<file path="src/rcti_map.svh">
// constants for the reciprocal counter and time-interval core
`ifndef RCTI_MAP_SVH
`define RCTI_MAP_SVH

`define RCTI_CLK_PERIOD_NS  5
`define RCTI_CLK_HZ         200_000_000
`define RCTI_NUM_W          72
`define RCTI_RES_W          40
`define RCTI_N_W            32
`define RCTI_TG_W           40
`define RCTI_MT_W           32
`define RCTI_LVL_W          12
`define RCTI_FLOG_W         4
`define RCTI_DUTY_FRAC      16
`define RCTI_FLOG_ONE       4'h0
`define RCTI_FLOG_A_BASE    4'h1
`define RCTI_FLOG_A_ENH     4'h2
`define RCTI_FLOG_HF0_BASE  4'h8
`define RCTI_FLOG_HF0_ENH   4'h9
`define RCTI_FLOG_HF1_BASE  4'h4
`define RCTI_FLOG_HF1_ENH   4'h5
`define RCTI_FLOG_HF2_BASE  4'h5
`define RCTI_FLOG_HF2_ENH   4'h6
`define RCTI_AUTO_LIM_MIN   16'h0001
`define RCTI_AUTO_LIM_MAX   16'hC350
`define RCTI_AUTO_LIM_DEF   16'h0064
`define RCTI_TENTH_MUL      12'h0CD
`define RCTI_TENTH_SHIFT    11

`endif

</file>
<file path="src/rcti_pkg.sv">
// types of the reciprocal counter and time-interval core
`include "rcti_map.svh"
package rcti_pkg;

    typedef enum logic [3:0] {
        MODE_INPUT_A_FREQUENCY_MODE   = 4'h0,
        MODE_FREQ_B   = 4'h1,
        MODE_FREQ_HF  = 4'h2,
        MODE_BURST    = 4'h3,
        MODE_PERIOD   = 4'h4,
        MODE_TIME_AB  = 4'h5,
        MODE_PWIDTH   = 4'h6,
        MODE_RISEFALL = 4'h7,
        MODE_DUTY     = 4'h8
    } rcti_mode_t;

    typedef enum logic [2:0] {
        ST_IDLE = 3'b000,
        ST_ARM  = 3'b001,
        ST_GATE = 3'b011,
        ST_CALC = 3'b010,
        ST_DONE = 3'b110
    } rcti_state_t;

    typedef struct packed {
        rcti_mode_t                 mode;
        logic                       slope_neg;
        logic                       swap;
        logic                       common_input_routing;
        logic                       enhanced_variant;
        logic [1:0]                 hf_band;
        logic                       auto_trigger_en;
        logic [15:0]                auto_trigger_low_freq_limit;
        logic [`RCTI_MT_W-1:0]      meas_time;
    } rcti_cfg_t;

    typedef struct packed {
        logic                       valid;
        logic [`RCTI_RES_W-1:0]     value;
        logic [`RCTI_N_W-1:0]       count;
        logic [`RCTI_TG_W-1:0]      gate_time;
        logic [`RCTI_FLOG_W-1:0]    factor_log;
    } rcti_result_t;

endpackage : rcti_pkg

</file>
<file path="src/rcti_sync.sv">
// two-stage synchroniser for asynchronous pin levels
module rcti_sync #(
    parameter int WIDTH = 1
) (
    // clock and reset
    input  wire logic             clk_sys,
    input  wire logic             reset,
    // levels
    input  wire logic [WIDTH-1:0] d,
    output logic      [WIDTH-1:0] q
);
    logic [WIDTH-1:0] stage1;

    always_ff @(posedge clk_sys) begin
        if (reset) begin
            stage1 <= '0;
            q      <= '0;
        end else begin
            stage1 <= d;
            q      <= stage1;
        end
    end
endmodule : rcti_sync

</file>
<file path="src/rcti_prescaler.sv">
// event prescaler with power-of-two division and presence blocking
module rcti_prescaler #(
    parameter int CNT_W = 10
) (
    // clock and reset
    input  wire logic       clk_sys,
    input  wire logic       reset,
    // events
    input  wire logic       in_event,
    input  wire logic       enable,
    input  wire logic [3:0] factor_log,
    output logic            out_event
);
    logic [CNT_W-1:0] cnt;
    logic [CNT_W-1:0] last;

    initial begin
        if (CNT_W < 10) $error("prescaler counter too narrow for factor 512");
    end

    assign last = CNT_W'((1 << factor_log) - 1);

    // one output per group of d input events, held off without signal
    always_ff @(posedge clk_sys) begin // see [RL1] see [RL7]
        if (reset) begin
            cnt       <= '0;
            out_event <= 1'b0;
        end else if (!enable) begin
            cnt       <= '0;
            out_event <= 1'b0;
        end else begin
            // a factor change can leave cnt above last; wrap at once, not after 2^CNT_W events
            out_event <= in_event && (cnt >= last);
            if (in_event) begin
                cnt <= (cnt >= last) ? '0 : cnt + 1'b1;
            end
        end
    end

    AST_HF_BLOCKED: assert property (@(posedge clk_sys) disable iff (reset) // see [RL7]
        !enable |=> !out_event) else $error("prescaler output while blocked");
    AST_ONE_PER_GROUP: assert property (@(posedge clk_sys) disable iff (reset) // see [RL1]
        out_event && factor_log != 4'h0 |-> !$past(out_event))
        else $error("prescaler output on consecutive events");
endmodule : rcti_prescaler

</file>
<file path="src/rcti_core.sv">
// reciprocal frequency and time-interval measurement core
// Functional notes
// [RL1] prescaled paths count prescaler output cycles, one per d input cycles
// [RL2] frequency equals count times division factor over measured gate time
// [RL3] high-frequency factor follows fitted band and variant: 256/512, 16/32, 32/64
// [RL4] input A positive slope uses factor 2 or 4; all else factor 1
// [RL5] single-cycle input-A frequency spans two input cycles, four in the enhanced variant
// [RL6] period takes one to nearly two cycles; prescaled frequency twice that
// [RL7] presence detector blocks prescaler output when the signal is absent
// [RL8] a measured burst must outlast factor times input cycle time
// [RL9] channel time starts on A and stops on B; swap exchanges them
// [RL10] common routing feeds input A to start and stop channels
// [RL11] pulse width stops on the opposite slope; swap moves it to B
// [RL12] rise/fall uses A only, forces common routing, B level is 90%
// [RL13] duty runs pulse width then period and outputs their ratio
// [RL14] auto triggering sets level to half the measured amplitude
// [RL15] enhanced variant keeps a 1 Hz..50 kHz auto limit, default 100 Hz
// [RL16] gate opens and closes on first trigger events around measurement time
// [RL17] prescaled single-cycle measurement lasts division-factor input cycles
// [RL18] count and gate-time counters never overflow at maximum settings
`include "rcti_map.svh"
module rcti_core #(
    parameter int N_W  = `RCTI_N_W,
    parameter int TG_W = `RCTI_TG_W
) (
    // clock and reset
    input  wire logic                      clk_sys,
    input  wire logic                      reset,
    // comparator pins and presence detector
    input  wire logic                      in_a,
    input  wire logic                      in_b,
    input  wire logic                      in_c,
    input  wire logic                      hf_signal_present,
    // control
    input  wire rcti_pkg::rcti_cfg_t       cfg,
    input  wire logic                      start,
    // amplitude and manual levels
    input  wire logic [`RCTI_LVL_W-1:0]    amp_min,
    input  wire logic [`RCTI_LVL_W-1:0]    amp_max,
    input  wire logic [`RCTI_LVL_W-1:0]    manual_level_a,
    input  wire logic [`RCTI_LVL_W-1:0]    manual_level_b,
    // results and status
    output rcti_pkg::rcti_result_t         result,
    output logic                           busy,
    output logic                           hf_blocked,
    output logic                           auto_trigger_ok,
    // front-end control
    output logic [`RCTI_LVL_W-1:0]         trig_level_a,
    output logic [`RCTI_LVL_W-1:0]         trig_level_b,
    output logic                           common_route_active,
    output logic                           b_controls_disabled
);
    localparam int NUM_W = `RCTI_NUM_W;
    localparam int LW    = `RCTI_LVL_W;

    // widest gate: measurement time plus one slowest prescaled cycle
    initial begin // see [RL18]
        if (TG_W < `RCTI_MT_W + 2) $error("gate-time counter can overflow");
        if (N_W < `RCTI_MT_W) $error("cycle counter can overflow");
        if (N_W + 9 + 28 > NUM_W || TG_W > `RCTI_RES_W) $error("divider too narrow");
    end

    // pins into the clock domain
    logic [3:0] pin_q;
    logic [2:0] pin_prev;

    rcti_sync #(.WIDTH(4)) u_sync (
        .clk_sys (clk_sys),
        .reset   (reset),
        .d       ({hf_signal_present, in_c, in_b, in_a}),
        .q       (pin_q)
    );

    always_ff @(posedge clk_sys) begin
        if (reset) begin
            pin_prev <= '0;
        end else begin
            pin_prev <= pin_q[2:0];
        end
    end

    logic rise_a, fall_a, rise_b, fall_b, rise_c;
    assign rise_a = pin_q[0] && !pin_prev[0];
    assign fall_a = !pin_q[0] && pin_prev[0];
    assign rise_b = pin_q[1] && !pin_prev[1];
    assign fall_b = !pin_q[1] && pin_prev[1];
    assign rise_c = pin_q[2] && !pin_prev[2];

    rcti_pkg::rcti_mode_t mode;
    logic enh, neg;
    assign mode = cfg.mode;
    assign enh  = cfg.enhanced_variant;
    assign neg  = cfg.slope_neg;

    // division factor as a power of two
    logic [3:0] f_log;
    always_comb begin
        f_log = `RCTI_FLOG_ONE;
        case (mode)
            rcti_pkg::MODE_INPUT_A_FREQUENCY_MODE: begin // see [RL4]
                if (!neg) f_log = enh ? `RCTI_FLOG_A_ENH : `RCTI_FLOG_A_BASE;
            end
            rcti_pkg::MODE_FREQ_HF: begin // see [RL3]
                case (cfg.hf_band)
                    2'd0: f_log = enh ? `RCTI_FLOG_HF0_ENH : `RCTI_FLOG_HF0_BASE;
                    2'd1: f_log = enh ? `RCTI_FLOG_HF1_ENH : `RCTI_FLOG_HF1_BASE;
                    default: f_log = enh ? `RCTI_FLOG_HF2_ENH : `RCTI_FLOG_HF2_BASE;
                endcase
            end
            default: f_log = `RCTI_FLOG_ONE;
        endcase
    end

    // counted event stream: hf input gated by presence detector
    logic ev_a, ev_b, psc_in, psc_en, cnt_ev;
    assign ev_a   = neg ? fall_a : rise_a;
    assign ev_b   = neg ? fall_b : rise_b;
    assign psc_in = (mode == rcti_pkg::MODE_FREQ_HF) ? rise_c :
                    (mode == rcti_pkg::MODE_FREQ_B)  ? ev_b : ev_a;
    assign psc_en = (mode != rcti_pkg::MODE_FREQ_HF) || pin_q[3]; // see [RL7]

    // a single cycle on a prescaled path spans d input cycles
    rcti_prescaler #(.CNT_W(10)) u_psc ( // see [RL1] see [RL5] see [RL17]
        .clk_sys   (clk_sys),
        .reset     (reset),
        .in_event  (psc_in),
        .enable    (psc_en),
        .factor_log(f_log),
        .out_event (cnt_ev)
    );

    // start and stop events of the time modes
    logic duty_ph, t_start, t_stop, freq_like;
    always_comb begin
        t_start = 1'b0;
        t_stop  = 1'b0;
        case (mode)
            rcti_pkg::MODE_TIME_AB: begin // see [RL9]
                t_start = cfg.swap ? ev_b : ev_a;
                t_stop  = cfg.swap ? ev_a : ev_b;
            end
            rcti_pkg::MODE_RISEFALL: begin // see [RL12]
                t_start = neg ? fall_b : rise_a;
                t_stop  = neg ? fall_a : rise_b;
            end
            default: begin // see [RL11] see [RL13]
                t_start = cfg.swap ? ev_b : ev_a;
                t_stop  = cfg.swap ? (neg ? rise_b : fall_b) : (neg ? rise_a : fall_a);
                if (duty_ph) t_stop = t_start;
            end
        endcase
    end
    assign freq_like = mode <= rcti_pkg::MODE_PERIOD;

    // gate sequencing
    rcti_pkg::rcti_state_t state;
    logic [`RCTI_MT_W-1:0] timer;
    logic [N_W-1:0]        n_cnt;
    logic [TG_W-1:0]       tg_cnt;
    logic [TG_W-1:0]       pw_time;
    logic                  timer_done, open_ev, close_ev, div_busy;
    assign timer_done = timer >= cfg.meas_time;
    assign open_ev    = freq_like ? cnt_ev : t_start;
    assign close_ev   = freq_like ? (cnt_ev && timer_done) : t_stop;

    always_ff @(posedge clk_sys) begin // see [RL6] see [RL16]
        if (reset) begin
            state   <= rcti_pkg::ST_IDLE;
            timer   <= '0;
            n_cnt   <= '0;
            tg_cnt  <= '0;
            pw_time <= '0;
            duty_ph <= 1'b0;
        end else begin
            if (timer != '1) timer <= timer + 1'b1;
            case (state)
                rcti_pkg::ST_IDLE: begin
                    duty_ph <= 1'b0;
                    if (start) begin
                        timer <= '0;
                        state <= rcti_pkg::ST_ARM;
                    end
                end
                rcti_pkg::ST_ARM: begin
                    if (open_ev) begin
                        n_cnt  <= '0;
                        tg_cnt <= '0;
                        state  <= rcti_pkg::ST_GATE;
                    end
                end
                rcti_pkg::ST_GATE: begin
                    tg_cnt <= tg_cnt + 1'b1;
                    if (cnt_ev) n_cnt <= n_cnt + 1'b1;
                    if (close_ev) begin
                        if (mode == rcti_pkg::MODE_DUTY && !duty_ph) begin // see [RL13]
                            pw_time <= tg_cnt + 1'b1;
                            duty_ph <= 1'b1;
                            timer   <= '0;
                            state   <= rcti_pkg::ST_ARM;
                        end else begin
                            state <= rcti_pkg::ST_CALC;
                        end
                    end
                end
                rcti_pkg::ST_CALC: begin
                    if (!div_busy) state <= rcti_pkg::ST_DONE;
                end
                default: state <= rcti_pkg::ST_IDLE;
            endcase
        end
    end

    // restoring divider for frequency, period and duty
    logic [NUM_W-1:0] div_num;
    logic [TG_W:0]    div_rem;
    logic [TG_W-1:0]  div_den;
    logic [6:0]       div_cnt;
    logic [TG_W:0]    rem_sh;
    logic             div_go;
    assign rem_sh = {div_rem[TG_W-1:0], div_num[NUM_W-1]};
    assign div_go = state == rcti_pkg::ST_GATE && close_ev && !(mode == rcti_pkg::MODE_DUTY && !duty_ph);

    always_ff @(posedge clk_sys) begin // see [RL2]
        if (reset) begin
            div_num  <= '0;
            div_rem  <= '0;
            div_den  <= '0;
            div_cnt  <= '0;
            div_busy <= 1'b0;
        end else if (div_go) begin
            div_rem  <= '0;
            div_cnt  <= 7'(NUM_W);
            div_busy <= freq_like || mode == rcti_pkg::MODE_DUTY;
            if (mode == rcti_pkg::MODE_PERIOD) begin
                div_num <= NUM_W'(tg_cnt + 1'b1);
                div_den <= TG_W'(n_cnt + 1'b1);
            end else if (mode == rcti_pkg::MODE_DUTY) begin
                div_num <= NUM_W'(pw_time) << `RCTI_DUTY_FRAC;
                div_den <= tg_cnt + 1'b1;
            end else if (freq_like) begin
                div_num <= (NUM_W'(n_cnt + 1'b1) << f_log) * NUM_W'(`RCTI_CLK_HZ);
                div_den <= tg_cnt + 1'b1;
            end else begin
                div_num <= NUM_W'(tg_cnt + 1'b1);
                div_den <= '0;
            end
        end else if (div_busy) begin
            div_cnt <= div_cnt - 1'b1;
            if (div_cnt == 7'd1) div_busy <= 1'b0;
            if (rem_sh >= {1'b0, div_den}) begin
                div_rem <= rem_sh - {1'b0, div_den};
                div_num <= {div_num[NUM_W-2:0], 1'b1};
            end else begin
                div_rem <= rem_sh;
                div_num <= {div_num[NUM_W-2:0], 1'b0};
            end
        end
    end

    // result capture and status
    logic [`RCTI_RES_W-1:0] last_freq;
    logic                   capture;
    assign capture = state == rcti_pkg::ST_CALC && !div_busy;

    always_ff @(posedge clk_sys) begin
        if (reset) begin
            result    <= '0;
            busy      <= 1'b0;
            last_freq <= '0;
        end else begin
            busy         <= state != rcti_pkg::ST_IDLE && state != rcti_pkg::ST_DONE;
            result.valid <= capture;
            if (state == rcti_pkg::ST_GATE && close_ev) begin
                result.count      <= n_cnt + N_W'(cnt_ev);
                result.gate_time  <= tg_cnt + 1'b1;
                result.factor_log <= f_log;
            end
            if (capture) begin
                // saturate rather than wrap on an oversized quotient
                result.value <= (div_num[NUM_W-1:`RCTI_RES_W] != '0) ? '1 : div_num[`RCTI_RES_W-1:0];
                if (freq_like && mode != rcti_pkg::MODE_PERIOD) last_freq <= div_num[`RCTI_RES_W-1:0];
            end
        end
    end

    // trigger levels; auto levels only while the signal is fast enough
    logic [LW-1:0]  amp, half_lvl, tenth;
    logic [15:0]    lim;
    logic           rf;
    assign rf       = mode == rcti_pkg::MODE_RISEFALL;
    assign amp      = amp_max - amp_min;
    assign half_lvl = amp_min + (amp >> 1);
    assign tenth    = LW'((2 * LW)'(amp) * (2 * LW)'(`RCTI_TENTH_MUL) >> `RCTI_TENTH_SHIFT);
    always_comb begin // see [RL15]
        lim = `RCTI_AUTO_LIM_DEF;
        if (enh) begin
            lim = cfg.auto_trigger_low_freq_limit;
            if (lim < `RCTI_AUTO_LIM_MIN) lim = `RCTI_AUTO_LIM_MIN;
            if (lim > `RCTI_AUTO_LIM_MAX) lim = `RCTI_AUTO_LIM_MAX;
        end
    end

    always_ff @(posedge clk_sys) begin
        if (reset) begin
            auto_trigger_ok     <= 1'b0;
            trig_level_a        <= '0;
            trig_level_b        <= '0;
            common_route_active <= 1'b0;
            b_controls_disabled <= 1'b0;
            hf_blocked          <= 1'b0;
        end else begin
            auto_trigger_ok     <= last_freq >= `RCTI_RES_W'(lim); // see [RL15]
            common_route_active <= cfg.common_input_routing || rf; // see [RL10] see [RL12]
            b_controls_disabled <= rf; // see [RL12]
            hf_blocked          <= mode == rcti_pkg::MODE_FREQ_HF && !pin_q[3];
            if (cfg.auto_trigger_en && auto_trigger_ok) begin
                trig_level_a <= rf ? amp_min + tenth : half_lvl; // see [RL14]
                trig_level_b <= rf ? amp_max - tenth : half_lvl;
            end else begin
                trig_level_a <= manual_level_a;
                trig_level_b <= manual_level_b;
            end
        end
    end

    AST_FACTOR_A: assert property (@(posedge clk_sys) disable iff (reset) // see [RL4]
        mode == rcti_pkg::MODE_INPUT_A_FREQUENCY_MODE && !neg |-> f_log == (enh ? 4'h2 : 4'h1))
        else $error("input A factor wrong");
    AST_FACTOR_HF: assert property (@(posedge clk_sys) disable iff (reset) // see [RL3]
        mode == rcti_pkg::MODE_FREQ_HF && cfg.hf_band == 2'd0 |-> f_log == (enh ? 4'h9 : 4'h8))
        else $error("hf lowest band factor wrong");
    AST_GATE_OPEN: assert property (@(posedge clk_sys) disable iff (reset) // see [RL16]
        state == rcti_pkg::ST_ARM && open_ev |=> state == rcti_pkg::ST_GATE && tg_cnt == '0)
        else $error("gate did not open on first event");
    AST_GATE_HOLD: assert property (@(posedge clk_sys) disable iff (reset) // see [RL16]
        state == rcti_pkg::ST_GATE && freq_like && !timer_done |=> state == rcti_pkg::ST_GATE)
        else $error("gate closed before measurement time");
    AST_RF_COMMON: assert property (@(posedge clk_sys) disable iff (reset) // see [RL12]
        rf ##1 rf |-> common_route_active && b_controls_disabled)
        else $error("rise/fall without common routing");
    AST_AUTO_HALF: assert property (@(posedge clk_sys) disable iff (reset) // see [RL14]
        cfg.auto_trigger_en && auto_trigger_ok && !rf |=> trig_level_a == $past(half_lvl))
        else $error("auto level not at half amplitude");
    AST_VALID_PULSE: assert property (@(posedge clk_sys) disable iff (reset) // see [RL2]
        result.valid |=> !result.valid) else $error("result valid longer than a cycle");
endmodule : rcti_core

</file>
<file path="config.mk">
export PLATFORM = sky130hd
export DESIGN_NAME = rcti_core
export DESIGN_NICKNAME = d
export VERILOG_FILES = /design/src/rcti_pkg.sv /design/src/rcti_sync.sv /design/src/rcti_prescaler.sv /design/src/rcti_core.sv
export VERILOG_INCLUDE_DIRS = /design/src
export SDC_FILE = /design/constraint.sdc
export NUM_CORES = 2
export LEC_CHECK = 0
export ABC_CLOCK_PERIOD_IN_PS = 8180
export BUFFER_PORTS_ARGS = -buffer_cell sky130_fd_sc_hd__clkbuf_2
export CELL_PAD_IN_SITES_DETAIL_PLACEMENT = 0
export CELL_PAD_IN_SITES_GLOBAL_PLACEMENT = 1
export CORE_ASPECT_RATIO = 1.25
export CORE_UTILIZATION = 44
export DETAILED_ROUTE_END_ITERATION = 8
export MAX_ROUTING_LAYER = met4
export PLACE_DENSITY_LB_ADDON = 0.1
export SYNTH_ARGS = -nofsm -noshare
export SYNTH_HDL_FRONTEND = slang
export SYNTH_SLANG_ARGS = --single-unit
</file>
<file path="constraint.sdc">
create_clock -name clk_sys -period 8.18 [get_ports clk_sys]
set_input_delay 0.409 -clock clk_sys [delete_from_list [all_inputs] [get_ports clk_sys]]
set_output_delay 0.409 -clock clk_sys [all_outputs]
set_load 0.05 [all_outputs]
</file>
==> metrics <==
vias in the first global route=approximately 43,000; Vias/cell=5.44; Clock Sinks=between 500 and 600; worst path bufs/invs=7; FF-to-FF End=div_num[55]; max-slew violations=0; leak pwr=0.0282 uW; CTS tree=done; type of the tightest min-delay check=input pin to flip-flop; combinational family with the most area after synthesis=adder cells; reg2reg start=n_cnt[6]; Yosys warnings=0; DR pass1 iterations=8; critical path type=flip-flop to flip-flop; setup ws final=-0.0386 ns; crit-path max cell delay=0.56 ns; ys async rst share=0; Worst Path Arrival=between 8 and 9 ns; CP max FO=5; Max Buffers Root-to-Sink=3; Placed Area=55,600 um2; H-tree depth=2; first-pass GRT wire length=260,000 um; gate count after technology mapping=5,647; hold path depth=3; simple-gate area share of the yosys netlist=0.140; Vias=43,537; pin count of the biggest net entering global routing=194; Post-DP HPWL=between 100,000 and 150,000 um; die width=296 um; CP required=8.71 ns; crit path launch type=flip-flop; sequential fraction of the synthesis area=0.217; Initial Util=0.445; Min-Delay Endpoint=trig_level_b[0]; dpl ws=-0.824 ns; Buffers on Ports=259; minimum clock period=8.22 ns; outcome=complete, but fails checks; Detail Route Antenna Nets=0; Hold Crit Start=manual_level_b[0]; Final nets=7,531; RSZ-0062 raised after global routing=yes; Final Cycle Share=1.00; CP max-delay cell=or4_4; normalized max-slew margin=0.0434; Synth Area in Compound Gates=0.165; Crit path depth=33; most common cell after layout, fill and taps aside=buf_4; Post-synth EDFFs=0; Final Util=0.564; failing checks=setup timing; achievable frequency=0.122 GHz; die area=between 100,000 and 150,000 um2; final design area excluding fillers=60,300 um2; R2R depth=33; Critical Path Source=n_cnt[6]; Routed wire per std cell=between 20 and 25 um; Skew-Pair Late Insertion Delay=around 0.65 ns; Critical Path End Type=flip-flop; Synth cell types=95; global route total overflow=0; fillcell total=10,145; Hold Vio Cnt, Final=0; most frequent CP cell=fa_1; final setup vio count=4; TNS Setup=-0.0568 ns; commonest cells after routing, fill and taps aside=buf_4, inv_1, nor2_1; crit-path leading delay family=adder cells; gr usage total=0.325; IO Pins=260; post-synthesis area per instance=8.43 um2; PD cells=240 nW/um2; register bit total from synthesis=516; Max-cap violations=0; area growth from synthesis to layout=26.6%; top_reg_cell synth=dfxtp_1; core area=around 110,000 um2; TritonCTS Buffers=53; Initial DRC Count=2,640; total routed wirelength=175,000 um; R2R Setup Slk=-0.04 ns; XOR/XNOR Fraction of Synth Area=0.0603; Cell Rows=134; mux contribution to synthesized area=0.0327; DRC viols=0; CTS root buffer=clkbuf_16; DIE HEIGHT=370 um; Design Power=approximately 14,000 uW; Adder-Cell Fraction of Synth Area=0.301; Slew @ Worst Pin=1.42 ns; fraction of layout cells with a size suffix above 1=0.239; clk_skew=approximately 0.041 ns; Clock transition at path regs=0.06 ns; Peak VDD IR=0.488 mV; initial antenna violation count=7; gpl congestion=1.01; synthesized cell area=47,600 um2
report_power, final:
group          leakage, uW  total [uW]  internal (uW)  switching [uW]
Sequential         0.00417        2550           2530            16.7
Clock             0.000845        2520           1410            1120
Combinational       0.0232        9400           4620            4780
sequential cells by signal (all words and copies together) (netlist names), 3 cells and up:
name and flops:
pin_prev 3, u_sync.q 4, trig_level_a 12, state 3, trig_level_b 12, div_num 72
result 117, u_psc.cnt 10, div_rem 40, timer 32, last_freq 40, n_cnt 32
div_cnt 7, tg_cnt 40, div_den 40, pw_time 40, u_sync.stage1 4
Yosys cell counts, drive strengths merged (31+ instances only):
cell,n,area share
nand2,408,0.032
inv,751,0.059
mux2i,134,0.029
xor2,146,0.027
clkbuf,234,0.018
nand4,58,0.0076
buf,54,0.0058
a21oi,394,0.042
a221oi,31,0.0058
nor4,32,0.0043
o21ai,244,0.026
and3,37,0.0049
dfxtp,516,0.22
nand3,83,0.0087
a21o,100,0.016
a211oi,200,0.032
nor3,79,0.0085
fa,438,0.18
o22ai,33,0.0043
nor2b,43,0.0057
nor2,626,0.050
xnor2,182,0.033
a31oi,36,0.0047
ha,446,0.12
layer usage:
layer | part of all wire | up-vias | track usage | routed length (um)
met4 | 0.057 | 0 | 0.154 | 10100
met5 | 0 | - | - | 0
met1 | 0.40 | 21283 | 0.379 | 69800
met3 | 0.041 | 371 | 0.0257 | 7260
li1 | - | 20715 | - | -
met2 | 0.50 | 1168 | 0.563 | 88200
cell families after synthesis:
logic type,Yosys count
AND/OR/NAND/NOR,1494
AO/OA/AOI/OAI,1235
other,2
multiplexers,148
XOR/XNOR,328
buffers and inverters,1040
flip-flops,516
adder cells (fa/ha/maj),884
worst min-delay path: stages:
cell and delay, ns:
clkbuf_2 0.07, o21ai_0 0.07, nor2_1 0.08
area by class of cell:
| class | instances | area, um2 | area share |
|---|---|---|---|
| Clock inverter | 22 | 274 | 0.00454 |
| Timing Repair Buffer | 1073 | 7710 | 0.128 |
| Multi-Input combinational cell | 4137 | 35800 | 0.595 |
| Inverter | 752 | 2830 | 0.0470 |
| Sequential cell | 516 | 10300 | 0.171 |
| Tap cell | 1428 | 1790 | 0.0296 |
| Antenna cell | 5 | 12.5 | 0.000208 |
| Clock buffer | 73 | 1490 | 0.0247 |
worst max-delay path by stage:
stage / to / slack [ns]
after floorplan: div_num[69] / -0.0003
after global placement: div_num[49] / -0.83
after detailed placement: div_num[49] / -0.82
after CTS: div_num[63] / -0.03
after global routing: div_num[55] / -0.27
final: div_num[55] / -0.04
through the flow:
stage / instances / hold slack, ns
6_report: 8006 / 0.0362
5_1_grt: 8005 / 0.0313
4_1_cts: 7953 / 0.00883
3_5_place_dp: 7826 / 0.433
3_3_place_gp: 7826 / 0.422
2_1_floorplan: 5693 / 0.396
repair_timing:
item / CTS / global route
hold endpoints to repair: 5 / 0
endpoints found under the setup margin: 42 / 46
pin swaps: 77 / 191
hold buffers: 5 / 0
gates resized for setup: 177 / 282
setup buffers: 27 / 50
(Power assumes the default switching activity.)
